### src/pkg/fbas_pkg.sv
/*
 * Shared constants, types and helpers for the station address and write lock
 * select block: register map, field positions, timing counts, state types.
 * Assumes a single 40 MHz clock and a switch bank already synchronous to it.
 */
// Functional notes
// - Station address is sum of switch weights
// - Every switch on means function enabled
// - Write lock on rejects configuration writes
// - Lock state readable and key indicator shown
// - Valid addresses 0 to 125, unique
// - Service address 126, factory telegram mode
// - Mode on to off: restart, switch address
// - Switch address change: restart after 10 s
// - Switch mode refuses address-change telegram
// - Mode off to on: restart at 126
// - Telegram mode accepts address-change telegram
// - Telegram mode ignores address switch changes
// - Switch address above 125 acts as telegram
// - Invalid to valid switch address: restart, adopt
// - Simulation switch disables fieldbus communication
// - Configuration-locked indicator while lock active
package fbas_pkg;

    localparam int ADDR_W = 7;
    localparam logic [6:0] ADDR_MAX_VALID = 7'h7D;
    localparam logic [6:0] ADDR_SERVICE = 7'h7E;

    // Restart delay, derived from the clock rate
    localparam int CLK_HZ = 40000000;
    localparam int RESTART_MS = 10000;
    localparam int RESTART_CYCLES = (CLK_HZ / 1000) * RESTART_MS;

    // Avalon-MM register map, byte addresses
    localparam int BUS_AW = 5;
    localparam logic [4:0] REG_STATUS = 5'h00;
    localparam logic [4:0] REG_STATION = 5'h04;
    localparam logic [4:0] REG_ADDR_CMD = 5'h08;
    localparam logic [4:0] REG_CONFIG = 5'h0C;
    localparam logic [4:0] REG_FLAGS = 5'h10;

    // STATUS fields
    localparam int ST_TELEGRAM_BIT = 0;
    localparam int ST_SIMULATION_BIT = 1;
    localparam int ST_LOCK_BIT = 2;
    localparam int ST_PENDING_BIT = 3;
    localparam int ST_COMM_BIT = 4;
    localparam int ST_SW_ADDR_LSB = 8;
    localparam int ST_SW_MODE_BIT = 15;

    // STATION fields
    localparam int STN_VALID_BIT = 8;

    // FLAGS fields, write one to clear
    localparam int FL_TEL_REFUSED_BIT = 0;
    localparam int FL_CFG_REFUSED_BIT = 1;
    localparam int FL_W = 2;

    localparam int CONFIG_W = 16;
    localparam logic [15:0] CONFIG_RST = 16'h0000;

    // Switch bank as seen on the electronics module
    typedef struct packed {
        logic [6:0] addr;
        logic telegram_mode;
        logic simulation_switch;
        logic write_lock;
    } fbas_switch_type;

    typedef enum logic [1:0] {PH_INIT, PH_RUN, PH_WAIT} fbas_phase_type;

    typedef struct packed {
        logic [6:0] seen_addr;
        logic seen_mode;
        logic [6:0] sw_addr;
        logic target_tel;
        logic change;
        logic ready;
    } fbas_watch_type;

    typedef struct packed {
        logic [31:0] count;
        logic busy;
        logic done;
    } fbas_timer_type;

    // Binary-weighted sum of the address switches, weights 1 to 64
    function automatic logic [6:0] fbas_weight_sum(input logic [6:0] sw);
        logic [6:0] sum;
        sum = 7'h00;
        for (int i = 0; i < ADDR_W; i++)
        begin
            if (sw[i])
                sum = sum + 7'(1 << i);
        end
        return sum;
    endfunction

endpackage

### src/logic/fbas_timer.sv
/*
 * Retriggerable one-shot delay counter for the restart delay.
 * Assumes start is a one-cycle pulse; a new start reloads the full delay.
 */
`timescale 1ns/1ps
`default_nettype none
module fbas_timer #(
    parameter int CYCLES = fbas_pkg::RESTART_CYCLES
) (
    input wire logic clk,
    input wire logic srst,
    input wire logic start,
    output logic busy,
    output logic done
);

    fbas_pkg::fbas_timer_type s_q;
    fbas_pkg::fbas_timer_type s_d;

    // Reload on start, otherwise count down and pulse at the end
    always_comb
    begin
        s_d = s_q;
        s_d.done = 1'b0;
        if (start)
        begin
            s_d.count = 32'(CYCLES);
            s_d.busy = 1'b1;
        end
        else if (s_q.busy)
        begin
            if (s_q.count <= 32'h00000001)
            begin
                s_d.busy = 1'b0;
                s_d.done = 1'b1;
            end
            else
                s_d.count = s_q.count - 32'h00000001;
        end
    end

    always_ff @(posedge clk)
    begin
        if (srst)
            s_q <= '0;
        else
            s_q <= s_d;
    end

    assign busy = s_q.busy;
    assign done = s_q.done;

endmodule
`default_nettype wire

### src/logic/fbas_watch.sv
/*
 * Switch bank watcher: weighs the address switches, works out the addressing
 * that a restart would select, and flags changes that must lead to a restart.
 * Assumes the switch inputs are synchronous to clk.
 */
`timescale 1ns/1ps
`default_nettype none
module fbas_watch (
    input wire logic clk,
    input wire logic srst,
    input wire fbas_pkg::fbas_switch_type sw,
    output logic [6:0] sw_addr,
    output logic target_tel,
    output logic change,
    output logic ready
);

    fbas_pkg::fbas_watch_type s_q;
    fbas_pkg::fbas_watch_type s_d;
    logic [6:0] weighed;

    // Address switches ignored while telegram mode is selected
    always_comb
    begin
        weighed = fbas_pkg::fbas_weight_sum(sw.addr);
        s_d = s_q;
        s_d.seen_addr = sw.addr;
        s_d.seen_mode = sw.telegram_mode;
        s_d.sw_addr = weighed;
        s_d.target_tel = sw.telegram_mode || (weighed > fbas_pkg::ADDR_MAX_VALID);
        s_d.change = s_q.ready && ((sw.telegram_mode != s_q.seen_mode)
            || (!sw.telegram_mode && (sw.addr != s_q.seen_addr)));
        s_d.ready = 1'b1;
    end

    always_ff @(posedge clk)
    begin
        if (srst)
            s_q <= '0;
        else
            s_q <= s_d;
    end

    assign sw_addr = s_q.sw_addr;
    assign target_tel = s_q.target_tel;
    assign change = s_q.change;
    assign ready = s_q.ready;

endmodule
`default_nettype wire

### src/logic/fbas_select.sv
/*
 * Station address and write lock select, top level.
 * Picks the station address from the switch bank or from address-change
 * telegrams, schedules delayed restarts, applies the hardware write lock to
 * the configuration register and drives the lock indicator.
 * Assumes an Avalon-MM master with waitrequest on the register side and a
 * switch bank that is synchronous to clk.
 */
// Chosen here: register access over Avalon-MM and the register addresses.
`timescale 1ns/1ps
`default_nettype none
module fbas_select #(
    parameter int RESTART_CYCLES = fbas_pkg::RESTART_CYCLES
) (
    input wire logic clk,
    input wire logic srst,
    input wire fbas_pkg::fbas_switch_type sw,
    input wire logic [4:0] avs_address,
    input wire logic avs_read,
    input wire logic avs_write,
    input wire logic [31:0] avs_writedata,
    input wire logic [3:0] avs_byteenable,
    output logic [31:0] avs_readdata,
    output logic avs_waitrequest,
    output logic [6:0] station_addr,
    output logic station_valid,
    output logic telegram_mode,
    output logic restart,
    output logic comm_enable,
    output logic lock_indicator,
    output logic [15:0] config_value
);

    // All state of the top in one record
    typedef struct packed {
        fbas_pkg::fbas_phase_type phase;
        logic [6:0] run_addr;
        logic run_tel;
        logic lock;
        logic simulating;
        logic comm;
        logic restart;
        logic [15:0] cfg;
        logic [1:0] flags;
        logic [31:0] rdata;
        logic wait_n;
        logic waitreq;
        logic valid;
    } fbas_top_type;

    fbas_top_type s_q;
    fbas_top_type s_d;

    logic [6:0] w_sw_addr;
    logic w_target_tel;
    logic w_change;
    logic w_ready;
    logic t_start;
    logic t_busy;
    logic t_done;

    logic req;
    logic commit;
    logic [1:0] flag_set;
    logic [1:0] flag_clr;
    logic [6:0] cmd_addr;
    logic cmd_ok;

    fbas_watch u_watch (
        .clk(clk),
        .srst(srst),
        .sw(sw),
        .sw_addr(w_sw_addr),
        .target_tel(w_target_tel),
        .change(w_change),
        .ready(w_ready)
    );

    fbas_timer #(
        .CYCLES(RESTART_CYCLES)
    ) u_timer (
        .clk(clk),
        .srst(srst),
        .start(t_start),
        .busy(t_busy),
        .done(t_done)
    );

    // Bus handshake: one wait state, then the access commits
    assign req = avs_read || avs_write;
    assign commit = req && s_q.wait_n;

    // Restart delay starts, or starts over, on every relevant change
    assign t_start = w_change && (s_q.phase != fbas_pkg::PH_INIT);

    // Telegram request decode, only byte lane 0 carries the address
    assign cmd_addr = avs_writedata[6:0];
    assign cmd_ok = (s_q.phase == fbas_pkg::PH_RUN) && s_q.run_tel
        && !s_q.simulating && (cmd_addr <= fbas_pkg::ADDR_MAX_VALID);

    // Read data for the addressed register, unmapped reads give zero
    function automatic logic [31:0] read_mux(input logic [4:0] a, input fbas_top_type s,
        input fbas_pkg::fbas_switch_type b, input logic pend);
        logic [31:0] r;
        r = 32'h00000000;
        case (a)
            fbas_pkg::REG_STATUS:
            begin
                r[fbas_pkg::ST_TELEGRAM_BIT] = s.run_tel;
                r[fbas_pkg::ST_SIMULATION_BIT] = s.simulating;
                r[fbas_pkg::ST_LOCK_BIT] = s.lock;
                r[fbas_pkg::ST_PENDING_BIT] = pend;
                r[fbas_pkg::ST_COMM_BIT] = s.comm;
                r[fbas_pkg::ST_SW_ADDR_LSB +: fbas_pkg::ADDR_W] = b.addr;
                r[fbas_pkg::ST_SW_MODE_BIT] = b.telegram_mode;
            end
            fbas_pkg::REG_STATION:
            begin
                r[fbas_pkg::ADDR_W-1:0] = s.run_addr;
                r[fbas_pkg::STN_VALID_BIT] = (s.run_addr <= fbas_pkg::ADDR_MAX_VALID);
            end
            fbas_pkg::REG_CONFIG:
                r[fbas_pkg::CONFIG_W-1:0] = s.cfg;
            fbas_pkg::REG_FLAGS:
                r[fbas_pkg::FL_W-1:0] = s.flags;
            default:
                r = 32'h00000000;
        endcase
        return r;
    endfunction

    // Next state of the whole top
    always_comb
    begin
        s_d = s_q;
        flag_set = 2'b00;
        flag_clr = 2'b00;
        s_d.restart = 1'b0;

        // Waitrequest drops for exactly one cycle per access
        s_d.wait_n = req && !s_q.wait_n;
        s_d.waitreq = !s_d.wait_n;
        if (req && !s_q.wait_n)
            s_d.rdata = read_mux(avs_address, s_q, sw, t_busy);

        // Lock and simulation follow their switches directly
        s_d.lock = sw.write_lock;
        s_d.simulating = sw.simulation_switch;
        s_d.comm = !sw.simulation_switch;

        // Address phase machine
        case (s_q.phase)
            fbas_pkg::PH_INIT:
            begin
                // Power-up takes whatever the switches select
                if (w_ready)
                begin
                    s_d.run_tel = w_target_tel;
                    s_d.run_addr = w_target_tel ? fbas_pkg::ADDR_SERVICE : w_sw_addr;
                    s_d.phase = fbas_pkg::PH_RUN;
                end
            end
            fbas_pkg::PH_RUN:
            begin
                if (w_change)
                    s_d.phase = fbas_pkg::PH_WAIT;
            end
            fbas_pkg::PH_WAIT:
            begin
                // A change in the same cycle as expiry wins and waits again
                if (t_done && !w_change)
                begin
                    s_d.run_tel = w_target_tel;
                    s_d.run_addr = w_target_tel ? fbas_pkg::ADDR_SERVICE
                        : w_sw_addr;
                    s_d.restart = 1'b1;
                    s_d.phase = fbas_pkg::PH_RUN;
                end
            end
            default:
                s_d.phase = fbas_pkg::PH_INIT;
        endcase

        // Register writes take effect at the committing edge
        if (commit && avs_write)
        begin
            case (avs_address)
                fbas_pkg::REG_ADDR_CMD:
                begin
                    if (avs_byteenable[0] && cmd_ok)
                        s_d.run_addr = cmd_addr;
                    else
                        flag_set[fbas_pkg::FL_TEL_REFUSED_BIT] = 1'b1;
                end
                fbas_pkg::REG_CONFIG:
                begin
                    if (s_q.lock)
                        flag_set[fbas_pkg::FL_CFG_REFUSED_BIT] = 1'b1;
                    else
                    begin
                        if (avs_byteenable[0])
                            s_d.cfg[7:0] = avs_writedata[7:0];
                        if (avs_byteenable[1])
                            s_d.cfg[15:8] = avs_writedata[15:8];
                    end
                end
                fbas_pkg::REG_FLAGS:
                begin
                    if (avs_byteenable[0])
                        flag_clr = avs_writedata[fbas_pkg::FL_W-1:0];
                end
                default:
                    flag_clr = 2'b00;
            endcase
        end

        // Sticky flags: a new event beats a clear in the same cycle
        s_d.flags = (s_q.flags & ~flag_clr) | flag_set;

        // Registered so the output needs no decode of the phase
        s_d.valid = (s_d.phase != fbas_pkg::PH_INIT);
    end

    // Reset leaves the device as shipped: telegram mode at service address
    always_ff @(posedge clk)
    begin
        if (srst)
        begin
            s_q.phase <= fbas_pkg::PH_INIT;
            s_q.run_addr <= fbas_pkg::ADDR_SERVICE;
            s_q.run_tel <= 1'b1;
            s_q.lock <= 1'b0;
            s_q.simulating <= 1'b0;
            s_q.comm <= 1'b0;
            s_q.restart <= 1'b0;
            s_q.cfg <= fbas_pkg::CONFIG_RST;
            s_q.flags <= 2'b00;
            s_q.rdata <= 32'h00000000;
            s_q.wait_n <= 1'b0;
            s_q.waitreq <= 1'b1;
            s_q.valid <= 1'b0;
        end
        else
            s_q <= s_d;
    end

    // Outputs straight from the state record
    assign avs_readdata = s_q.rdata;
    assign avs_waitrequest = s_q.waitreq;
    assign station_addr = s_q.run_addr;
    assign station_valid = s_q.valid;
    assign telegram_mode = s_q.run_tel;
    assign restart = s_q.restart;
    assign comm_enable = s_q.comm;
    assign lock_indicator = s_q.lock;
    assign config_value = s_q.cfg;

endmodule
`default_nettype wire

### config.mk
export PLATFORM = sky130hd
export DESIGN_NAME = fbas_select
export DESIGN_NICKNAME = d
export VERILOG_FILES = /design/src/pkg/fbas_pkg.sv /design/src/logic/fbas_timer.sv /design/src/logic/fbas_watch.sv /design/src/logic/fbas_select.sv
export SDC_FILE = /design/constraint.sdc
export NUM_CORES = 1
export LEC_CHECK = 0
export BUFFER_PORTS_ARGS = -buffer_cell sky130_fd_sc_hd__clkbuf_2
export CAP_MARGIN = 20
export CORE_MARGIN = 5
export CORE_UTILIZATION = 58
export DETAILED_ROUTE_END_ITERATION = 16
export GPL_TIMING_DRIVEN = 0
export PLACE_DENSITY = 0.91
export SYNTH_ARGS = -nofsm -noshare
export SYNTH_HDL_FRONTEND = slang
export SYNTH_SLANG_ARGS = --single-unit
export TNS_END_PERCENT = 5
### constraint.sdc
create_clock -name clk -period 6.6 [get_ports clk]
set_clock_uncertainty 0.1 [all_clocks]
set_input_delay 1.32 -clock clk [delete_from_list [all_inputs] [get_ports clk]]
set_output_delay 1.32 -clock clk [all_outputs]
set_load 0.05 [all_outputs]
Yosys cells after proc, flatten, opt, wreduce, memory -nomap -nowiden
Cells that the tools add are included.
{ "totals": {"n_memories": 0, "ff_bits": 103, "ramBits": 0, "latchBits": 0, "mem_bits_ro": 0} }
{ "classes": {"shifts": 0, "muxes": 36, "bitwise": 7, "eq_ne": 11, "n_lt_le_gt_ge": 4, "reduce_logical": 34, "mul": 0, "div": 0, "addsub": 7} }
{ "op_table": {"columns": ["operator", "n"], "rows": [
  ["$mux 7", 9],
  ["$le 32x1->1 const B", 1],
  ["$sub 32x1->32 const B", 1],
  ["$mux 31", 1],
  ["$mux 30", 1],
  ["$mux 29", 1],
  ["$mux 10", 2],
  ["$pmux 8 s2", 1],
  ["$le 7x7->1 const B", 2],
  ["$pmux 7 s2", 1],
  ["$mux 2", 6],
  ["$logic_and 1x1->1", 11],
  ["$eq 5x4->1 const B", 2],
  ["$pmux 3 s3", 1],
  ["$mux 1", 8],
  ["$pmux 2 s4", 1],
  ["$reduce_and 4->1", 2],
  ["$reduce_bool 2->1", 4],
  ["$add 7x3->7 const B", 1],
  ["$add 7x4->7 const B", 1],
  ["$add 7x5->7 const B", 1],
  ["$add 7x6->7 const B", 1],
  ["$add 7x7->7 const B", 1],
  ["$gt 7x7->1 const B", 1],
  ["other kinds (25)", 38]
]} }

Depth between registers and ports, before layout
Gate-level depths: netlist of the first run.
{ "depth": {"ltp_word": 15, "mapped_depth": 9, "ltp_nobuf": 7} }

By module
From an unflattened synthesis of the first run, not the netlist that was laid out.
{ "hier_totals": {"cells_unflattened": 569, "hier_area_um2": 4971.0} }
{ "by_module_without_submodules": {"columns": ["module", "area_each_um2", "n_inst", "cells_per_inst"], "rows": [
  ["fbas_select", 2852.7, 1, 327],
  ["fbas_timer", 1679.1, 1, 201],
  ["fbas_watch", 439.2, 1, 41]
]} }

Least setup slack after synthesis of the first run
Ideal clock, no wire load.
{ "synth_path": {"path_type": "in2reg", "start": "in avs_address[4]", "end": "reg s_q, in the netlist config_value[7]", "path_slack_ns": 3.298, "path_stages": 6, "required_time_ns": 6.430, "t_arrival_ns": 3.132, "n_path_buf": 2, "setup_ns": 0.070, "path_cell_list": "or3_1 clkbuf_1 nor4_1 clkbuf_1 nand3_1 a21oi_1"} }
{ "synth_via": {"elab_chain_cells": 2} }
{ "synth_rtl": {"columns": ["element", "line", "text"], "rows": [
  ["start: declaration", "fbas_select.sv:18", "input wire logic [4:0] avs_address,"],
  ["$eq 5x4->1", "fbas_select.sv:187", "case (avs_address)"],
  ["$reduce_and 4->1 (no source line)", null, null],
  ["end: declaration", "fbas_select.sv:51", "fbas_top_type s_q;"]
]} }
Every way passes these cells.
A chain may end at the register's enable or synchronous reset.

Worst setup path in the final report of the first run
Same ends and word-level chain as after synthesis.

==> results of run 1 <==
==> layout by cell type (no fill, tap or decap), drive strengths merged, types with 2 or more instances in the layout <==
| cell | instances |
|---|---|
| ha | 2 |
| or2 | 8 |
| nand2 | 44 |
| nor4 | 13 |
| o31ai | 9 |
| mux2i | 7 |
| o41ai | 5 |
| and4 | 3 |
| or4 | 17 |
| nor4b | 2 |
| inv | 16 |
| o21ai | 17 |
| xnor2 | 3 |
| nand4b | 4 |
| xor2 | 6 |
| nand4 | 13 |
| a211o | 6 |
| a211oi | 10 |
| a22o | 6 |
| a221oi | 7 |
| or3 | 11 |
| conb | 16 |
| nand3 | 27 |
| nor3 | 23 |
| nor2 | 44 |
| a311oi | 2 |
| a31oi | 8 |
| a22oi | 5 |
| a31o | 2 |
| dfxtp | 96 |
| o211ai | 9 |
| nand2b | 4 |
| and3 | 3 |
| buf | 60 |
| nor2b | 14 |
| a21oi | 36 |
| clkinvlp | 2 |
| nand3b | 2 |
| clkbuf | 113 |
==> sequential cells by signal (all words and copies together), names as in the netlist <==
| name | count |
|---|---|
| u_watch.target_tel | 1 |
| config_value | 16 |
| station_valid | 1 |
| u_watch.s_q | 8 |
| s_q | 6 |
| avs_readdata | 16 |
| u_watch.change | 1 |
| avs_waitrequest | 1 |
| u_timer.busy | 1 |
| station_addr | 7 |
| telegram_mode | 1 |
| restart | 1 |
| u_timer.done | 1 |
| u_timer.s_q | 32 |
| lock_indicator | 1 |
| comm_enable | 1 |
| u_watch.ready | 1 |
==> through the flow <==
step / instances / worst slack (ps) / area [sq um] / hold WS (ps)
3_3_place_gp: 772 / 2650 / 5380 / 349
6_report: 789 / 3130 / 5590 / 377
2_1_floorplan: 589 / 3300 / 4860 / 332
5_1_grt: 789 / 2970 / 5590 / 410
3_5_place_dp: 773 / 2880 / 5390 / 358
4_1_cts: 789 / 3180 / 5590 / 372
==> metal layers <==
metal  wire length [microns]  vias to the layer above  track usage [%]
li1                        -                     2243                -
met1                    5070                     2089             29.3
met2                    6260                      217             43.7
met3                     969                       35             3.39
met4                     355                        0             10.7
met5                       0                        -                0
==> power by group through the flow <==
stage,combinational (uW),sequential [uW],clock (uW)
after floorplan,286,649,0
after global placement,377,647,0
after detailed placement,386,649,0
after CTS,388,635,389
after global routing,430,641,413
final,394,636,386
==> cell families (layout without fill, tap and decap cells) <==
logic type	Yosys count	after routing
and+or+nand+nor	234	234
other	1	16
xor gates and xnor gates	9	9
muxes	7	7
adders and majority gates	2	2
buffers and inverters	98	193
AOI/OAI and AO/OA	127	127
DFF	96	96
==> layout make-up <==
type	count	area, sq um	area share (%)
well taps	105	131	2.35
clock inverters	7	73.8	1.32
plain buffers	86	539	9.66
flip-flops and latches	96	1920	34.4
inverters	12	45.0	0.806
repair buffers	79	400	7.17
clock buffers	9	124	2.22
multi-input cells	395	2350	42.1
==> critical path: stages <==
cell	delay, ps
clkbuf_2	120
or3_1	370
clkbuf_1	150
nor4_1	590
clkdlybuf4s18_2	390
clkbuf_1	400
nand3_1	160
a21oi_1	160
==> final timing paths <==
kind | from | endpoint | slack [ps] | cells after the start
worst max-delay path | avs_address[4] | config_value[7] | 3130 | 8
worst min register to register | avs_readdata[7] | avs_readdata[7] | 380 | 2
worst max register to register | u_timer.s_q[22] | u_timer.s_q[7] | 3610 | 7
worst min-delay path | avs_readdata[7] | avs_readdata[7] | 380 | 2
==> impl_metrics.toml, run 1 <==
[timing]
fin_crit_sh_pct = 52.5
relSlewSlack_pct = 32.8
rsz0062_at_grt = "false"
period_needed_ps = 3470
worst_pin_slew_ps = 1000
clock.fmax_mhz = 288
finalSetupViolations = 0
hold_viol = 0
drv_slew = 0
fin_setup_tns_ps = 0

[place]
hpwl_microns = 9750
port_buffers = 78
routabilityCongestion = 0.892

[drt]
drt-initial-drc-count = 216
wl_microns = 12700
wl_per_cell_microns = 16.0
num_vias = 4584
drt_first_pass_iters = 6
vias_per_cell = 5.81
ant_nets = 0
post-route-drc-count = 0

[logic_synthesis]
yosysWarnings = 0
yosysMostFrequentCell = "dfxtp_1"
synth-main-ff-cell = "dfxtp_1"
synth_xor_xnor_area_share_pct = 1.64
synthAdderAreaFrac_pct = 0.521
avgSynthCellArea_sq_um = 8.36
yosysTopAreaCellShare_pct = 40.0
synth_top_area_cell = "dfxtp_1"
yosys-top-cells-area = "dfxtp_1, buf_4, a21oi_1"
synth_edf_count = 0
synth_cell_types = 55
synth_commonest_cells = "dfxtp_1, buf_4, nand2_1, nor2_1, a21oi_1"
synth.area.mux_share_pct = 1.46
synth_cells = 574
async_reset_ff_share_pct = 0
synth_compound_area_share_pct = 17.7
yosysSeqAreaShare_pct = 40.0
yosys.area_share.simple_pct = 26.4
syn_area_sq_um = 4800
synth_top_family_by_area = "simple AND/OR/NAND/NOR gates"
ys_seq_elements = 96

[cts]
cts_setup_buffers = 0
cts_htree_levels = 3
cts_resized = 0
ctsHoldBuffers = 0
cts_inserted_buffers = 9
cts-root-buf = "clkbuf_8"
cts_buffer_depth = 2
cts_tree = "built"
clk_pin_slew_worst_paths_ps = 100
clkLatencyLatePin_ps = 370
clock_sinks = 96

[floorplan]
die_w_microns = 101
start_util_pct = 59.0
core.rowCount = 33
core_sq_um = 8130
die_y_microns = 101
io_pins = 116
die-area_sq_um = 10200

[setup_path]
path_class = "in2reg"
crit_arrival_ps = 3670
critPathRequiredTime_ps = 6800
cp-end-kind = "flip-flop"
start_kind = "input port"
crit_path_max_fanout = 10

[cells_and_area]
syn2layout_area_growth_pct = 16.4
fill_cells = 659
final_nets = 736
post-route-util_pct = 68.7
diodes = 0
drive_above_1_share_pct = 24.9

[power]
power_density_nw_per_um2 = 254
irDropWorstVdd_v = 0.000156
p_seq_share_pct = 44.9
p_clk_share_pct = 27.2
p_leak_uw = 0.00229
switching_share_pct = 37.5
netSwitchingPower_uw = 531
p_comb_share_pct = 27.8
p_total_uw = 1420
internal_power_uw = 886

[worst_hold_path]
hp-class = "reg2reg"

[status]
status = "finished, final reports clean"

[job]
cap_violations = 0

[global_route]
grt_pass1_wl_microns = 20400
antenna_found_initial = 0
grt_usage_pct = 24.6
overflow = 0
grt_max_degree = 20
grt_pass1_vias = 4366
(Power assumes the default switching activity.)
==> run 2, diff against run 1 <==
- ABC_AREA: default -> 1
- CORE_UTILIZATION: 58 -> 55
- PLACE_DENSITY: 0.91 -> 0.86
- clock period: 6.6 -> 3.5 ns (I/O delays scaled with it)
==> run 2 against run 1 <==
Net effect:
- global-route usage down 0.43 points
- sequential cell count unchanged
- wire length up 6.2%
- critical endpoint is now u_timer.s_q[30]
- largest cell class unchanged
- highest routed layer unchanged
==> impl_metrics.toml, run 2 <==
[status]
status = "finished, final reports clean"

[floorplan]
io_pins = 116
die_y_microns = 108
die-area_sq_um = 11600
start_util_pct = 56.6
core_sq_um = 9240
die_w_microns = 108
core.rowCount = 35

[timing]
rsz0062_at_grt = "false"
worst_pin_slew_ps = 647
drv_slew = 0
period_needed_ps = 2210
fin_setup_tns_ps = 0
worst_slack_ps = 1290
finalSetupViolations = 0
clock.fmax_mhz = 451
hold_viol = 0
fin_crit_sh_pct = 63.3
relSlewSlack_pct = 56.9

[setup_path]
path_class = "reg2reg"
start_kind = "flip-flop"
critPathRequiredTime_ps = 3720
cp-end-kind = "flip-flop"
r2r_cells = 14
rr_endpoint = "u_timer.s_q[30]"
crit_path_max_fanout = 10
cp_top_family = "simple AND/OR/NAND/NOR gates"
rr_startpoint = "u_timer.s_q[2]"
crit_buf_inv = 4
crit_chain = "inv_1 -> ha_1 -> inv_1 -> nand2_1 -> nand2_1 -> nor2_1 -> nand3_1 -> nor2_2 -> nor2_4 -> buf_2 -> nand3_1 -> nand3_1 -> nand2_1 -> inv_1"
r2r_slack_ps = 1290
slowest_stage = "dfxtp_1"
crit_arrival_ps = 2430
critPathMaxStageDelay_ps = 390

[logic_synthesis]
yosysMostFrequentCell = "nand2_1"
synth_edf_count = 0
synth_cells = 736
yosysSeqAreaShare_pct = 36.7
avgSynthCellArea_sq_um = 7.11
synth_cell_types = 42
syn_area_sq_um = 5230
ys_seq_elements = 96
async_reset_ff_share_pct = 0
yosys-top-cells-area = "dfxtp_1, nand2_1, buf_4"
synth_commonest_cells = "nand2_1, nor2_1, inv_1"
yosysTopAreaCellShare_pct = 36.7
synth_top_area_cell = "dfxtp_1"
synth-main-ff-cell = "dfxtp_1"
yosysWarnings = 0

[power]
p_leak_uw = 0.00302
irDropWorstVdd_v = 0.000221
power_density_nw_per_um2 = 496

[global_route]
grt_pass1_vias = 4843
overflow = 0
grt_usage_pct = 24.1
grt_max_degree = 20
grt_pass1_wl_microns = 22600
antenna_found_initial = 0

[drt]
num_vias = 5032
drt-initial-drc-count = 383
drt_first_pass_iters = 5
ant_nets = 0
post-route-drc-count = 0
wl_microns = 13400
vias_per_cell = 5.15
wl_per_cell_microns = 13.8

[cells_and_area]
fill_cells = 815
final_nets = 900
syn2layout_area_growth_pct = 15.7
layout_commonest_cell = "nand2_1"
most-common-layout-cells = "nand2_1, nor2_1, inv_1, dfxtp_1, clkbuf_2"
fin_cells = 977
largest_reg_flops = 32
drive_above_1_share_pct = 23.0
regMostFlops = "u_timer.s_q"
diodes = 0

[cts]
cts_inserted_buffers = 9
cts_buffer_depth = 2
ctsHoldBuffers = 0
cts_setup_buffers = 0
cts_resized = 0
clkLatencyLatePin_ps = 380
cts_htree_levels = 3
cts_tree = "built"
clk_pin_slew_worst_paths_ps = 120
cts-root-buf = "clkbuf_8"
clock_sinks = 96

[place]
port_buffers = 81
hpwl_microns = 10400
dp_slack_ps = 1180
dp.cells = 961
routabilityCongestion = 0.950

[worst_hold_path]
whs_endpoint = "avs_readdata[0]"
hp-class = "reg2reg"
min_path_cells = 2
min_from = "avs_readdata[0]"

[job]
cap_violations = 0
==> run 2: cell count changes after synthesis, moves of 14 or more <==
cell and delta:
inv_1 +88, nand2_1 +82, nand3_1 +21, nor2_1 +62, nor2b_1 -14, nor3_1 -17, or4_1 -14
==> run 2: how the worst max path moves through the flow <==
stage,start,endpoint,depth (start not counted)
detailed placement,avs_address[1],config_value[12],9
floorplan,avs_address[1],station_addr[4],7
global route,u_timer.s_q[2],u_timer.s_q[14],12
CTS,u_timer.s_q[2],u_timer.s_q[30],14
finish,u_timer.s_q[2],u_timer.s_q[30],14
global placement,avs_write,station_addr[5],9
==> run 2: logic make-up after synthesis <==
family	after synthesis	share of synthesized area, %
XOR/XNOR	13	2.18
buffers and inverters	179	17.6
AO/OA/AOI/OAI	112	13.9
adder cells (fa/ha/maj)	2	0.478
AND/OR/NAND/NOR	333	29.1
flip-flops	96	36.7
other	1	0.0717
==> run 2: report_power, final <==
group	switching, uW	leakage [uW]	internal, uW
sequential	61.3	0.000784	1150
clock	440	0.0000970	281
combinational	719	0.00214	349
==> run 2: worst min-delay path, cell delays in order, from the launching register on <==
cell and delay, ps:
dfxtp_1 330, nand2_1 60, a21oi_1 50
==> run 2: layout make-up <==
class | count | area (sq um) | area share (%)
clock buffer | 9 | 124 | 2.05
multi-input combinational | 476 | 2450 | 40.5
buffer | 77 | 536 | 8.85
timing repair buffer | 81 | 405 | 6.70
clock inverter | 7 | 72.6 | 1.20
inverter | 102 | 383 | 6.33
tap | 129 | 161 | 2.67
sequential | 96 | 1920 | 31.8
==> run 2: per-layer routing <==
| metal | track usage (%) | vias to the layer above | wire [microns] |
|---|---|---|---|
| met5 | 0 | - | 0 |
| met4 | 10.0 | 0 | 352 |
| met3 | 5.82 | 34 | 1010 |
| met2 | 37.9 | 197 | 6250 |
| met1 | 31.7 | 2284 | 5820 |
| li1 | - | 2517 | - |
==> run 2: through the flow <==
| stage | area (sq um) | hold WS, ps | utilization [%] | power [uW] |
|---|---|---|---|---|
| finish | 6050 | 376 | 65.5 | 3000 |
| global route | 6050 | 399 | 65.5 | 3190 |
| CTS | 6050 | 375 | 65.5 | 3000 |
| detailed placement | 5860 | 356 | 63.4 | 2280 |
| global placement | 5860 | 355 | 63.4 | 2270 |
| floorplan | 5290 | 341 | - | 2060 |
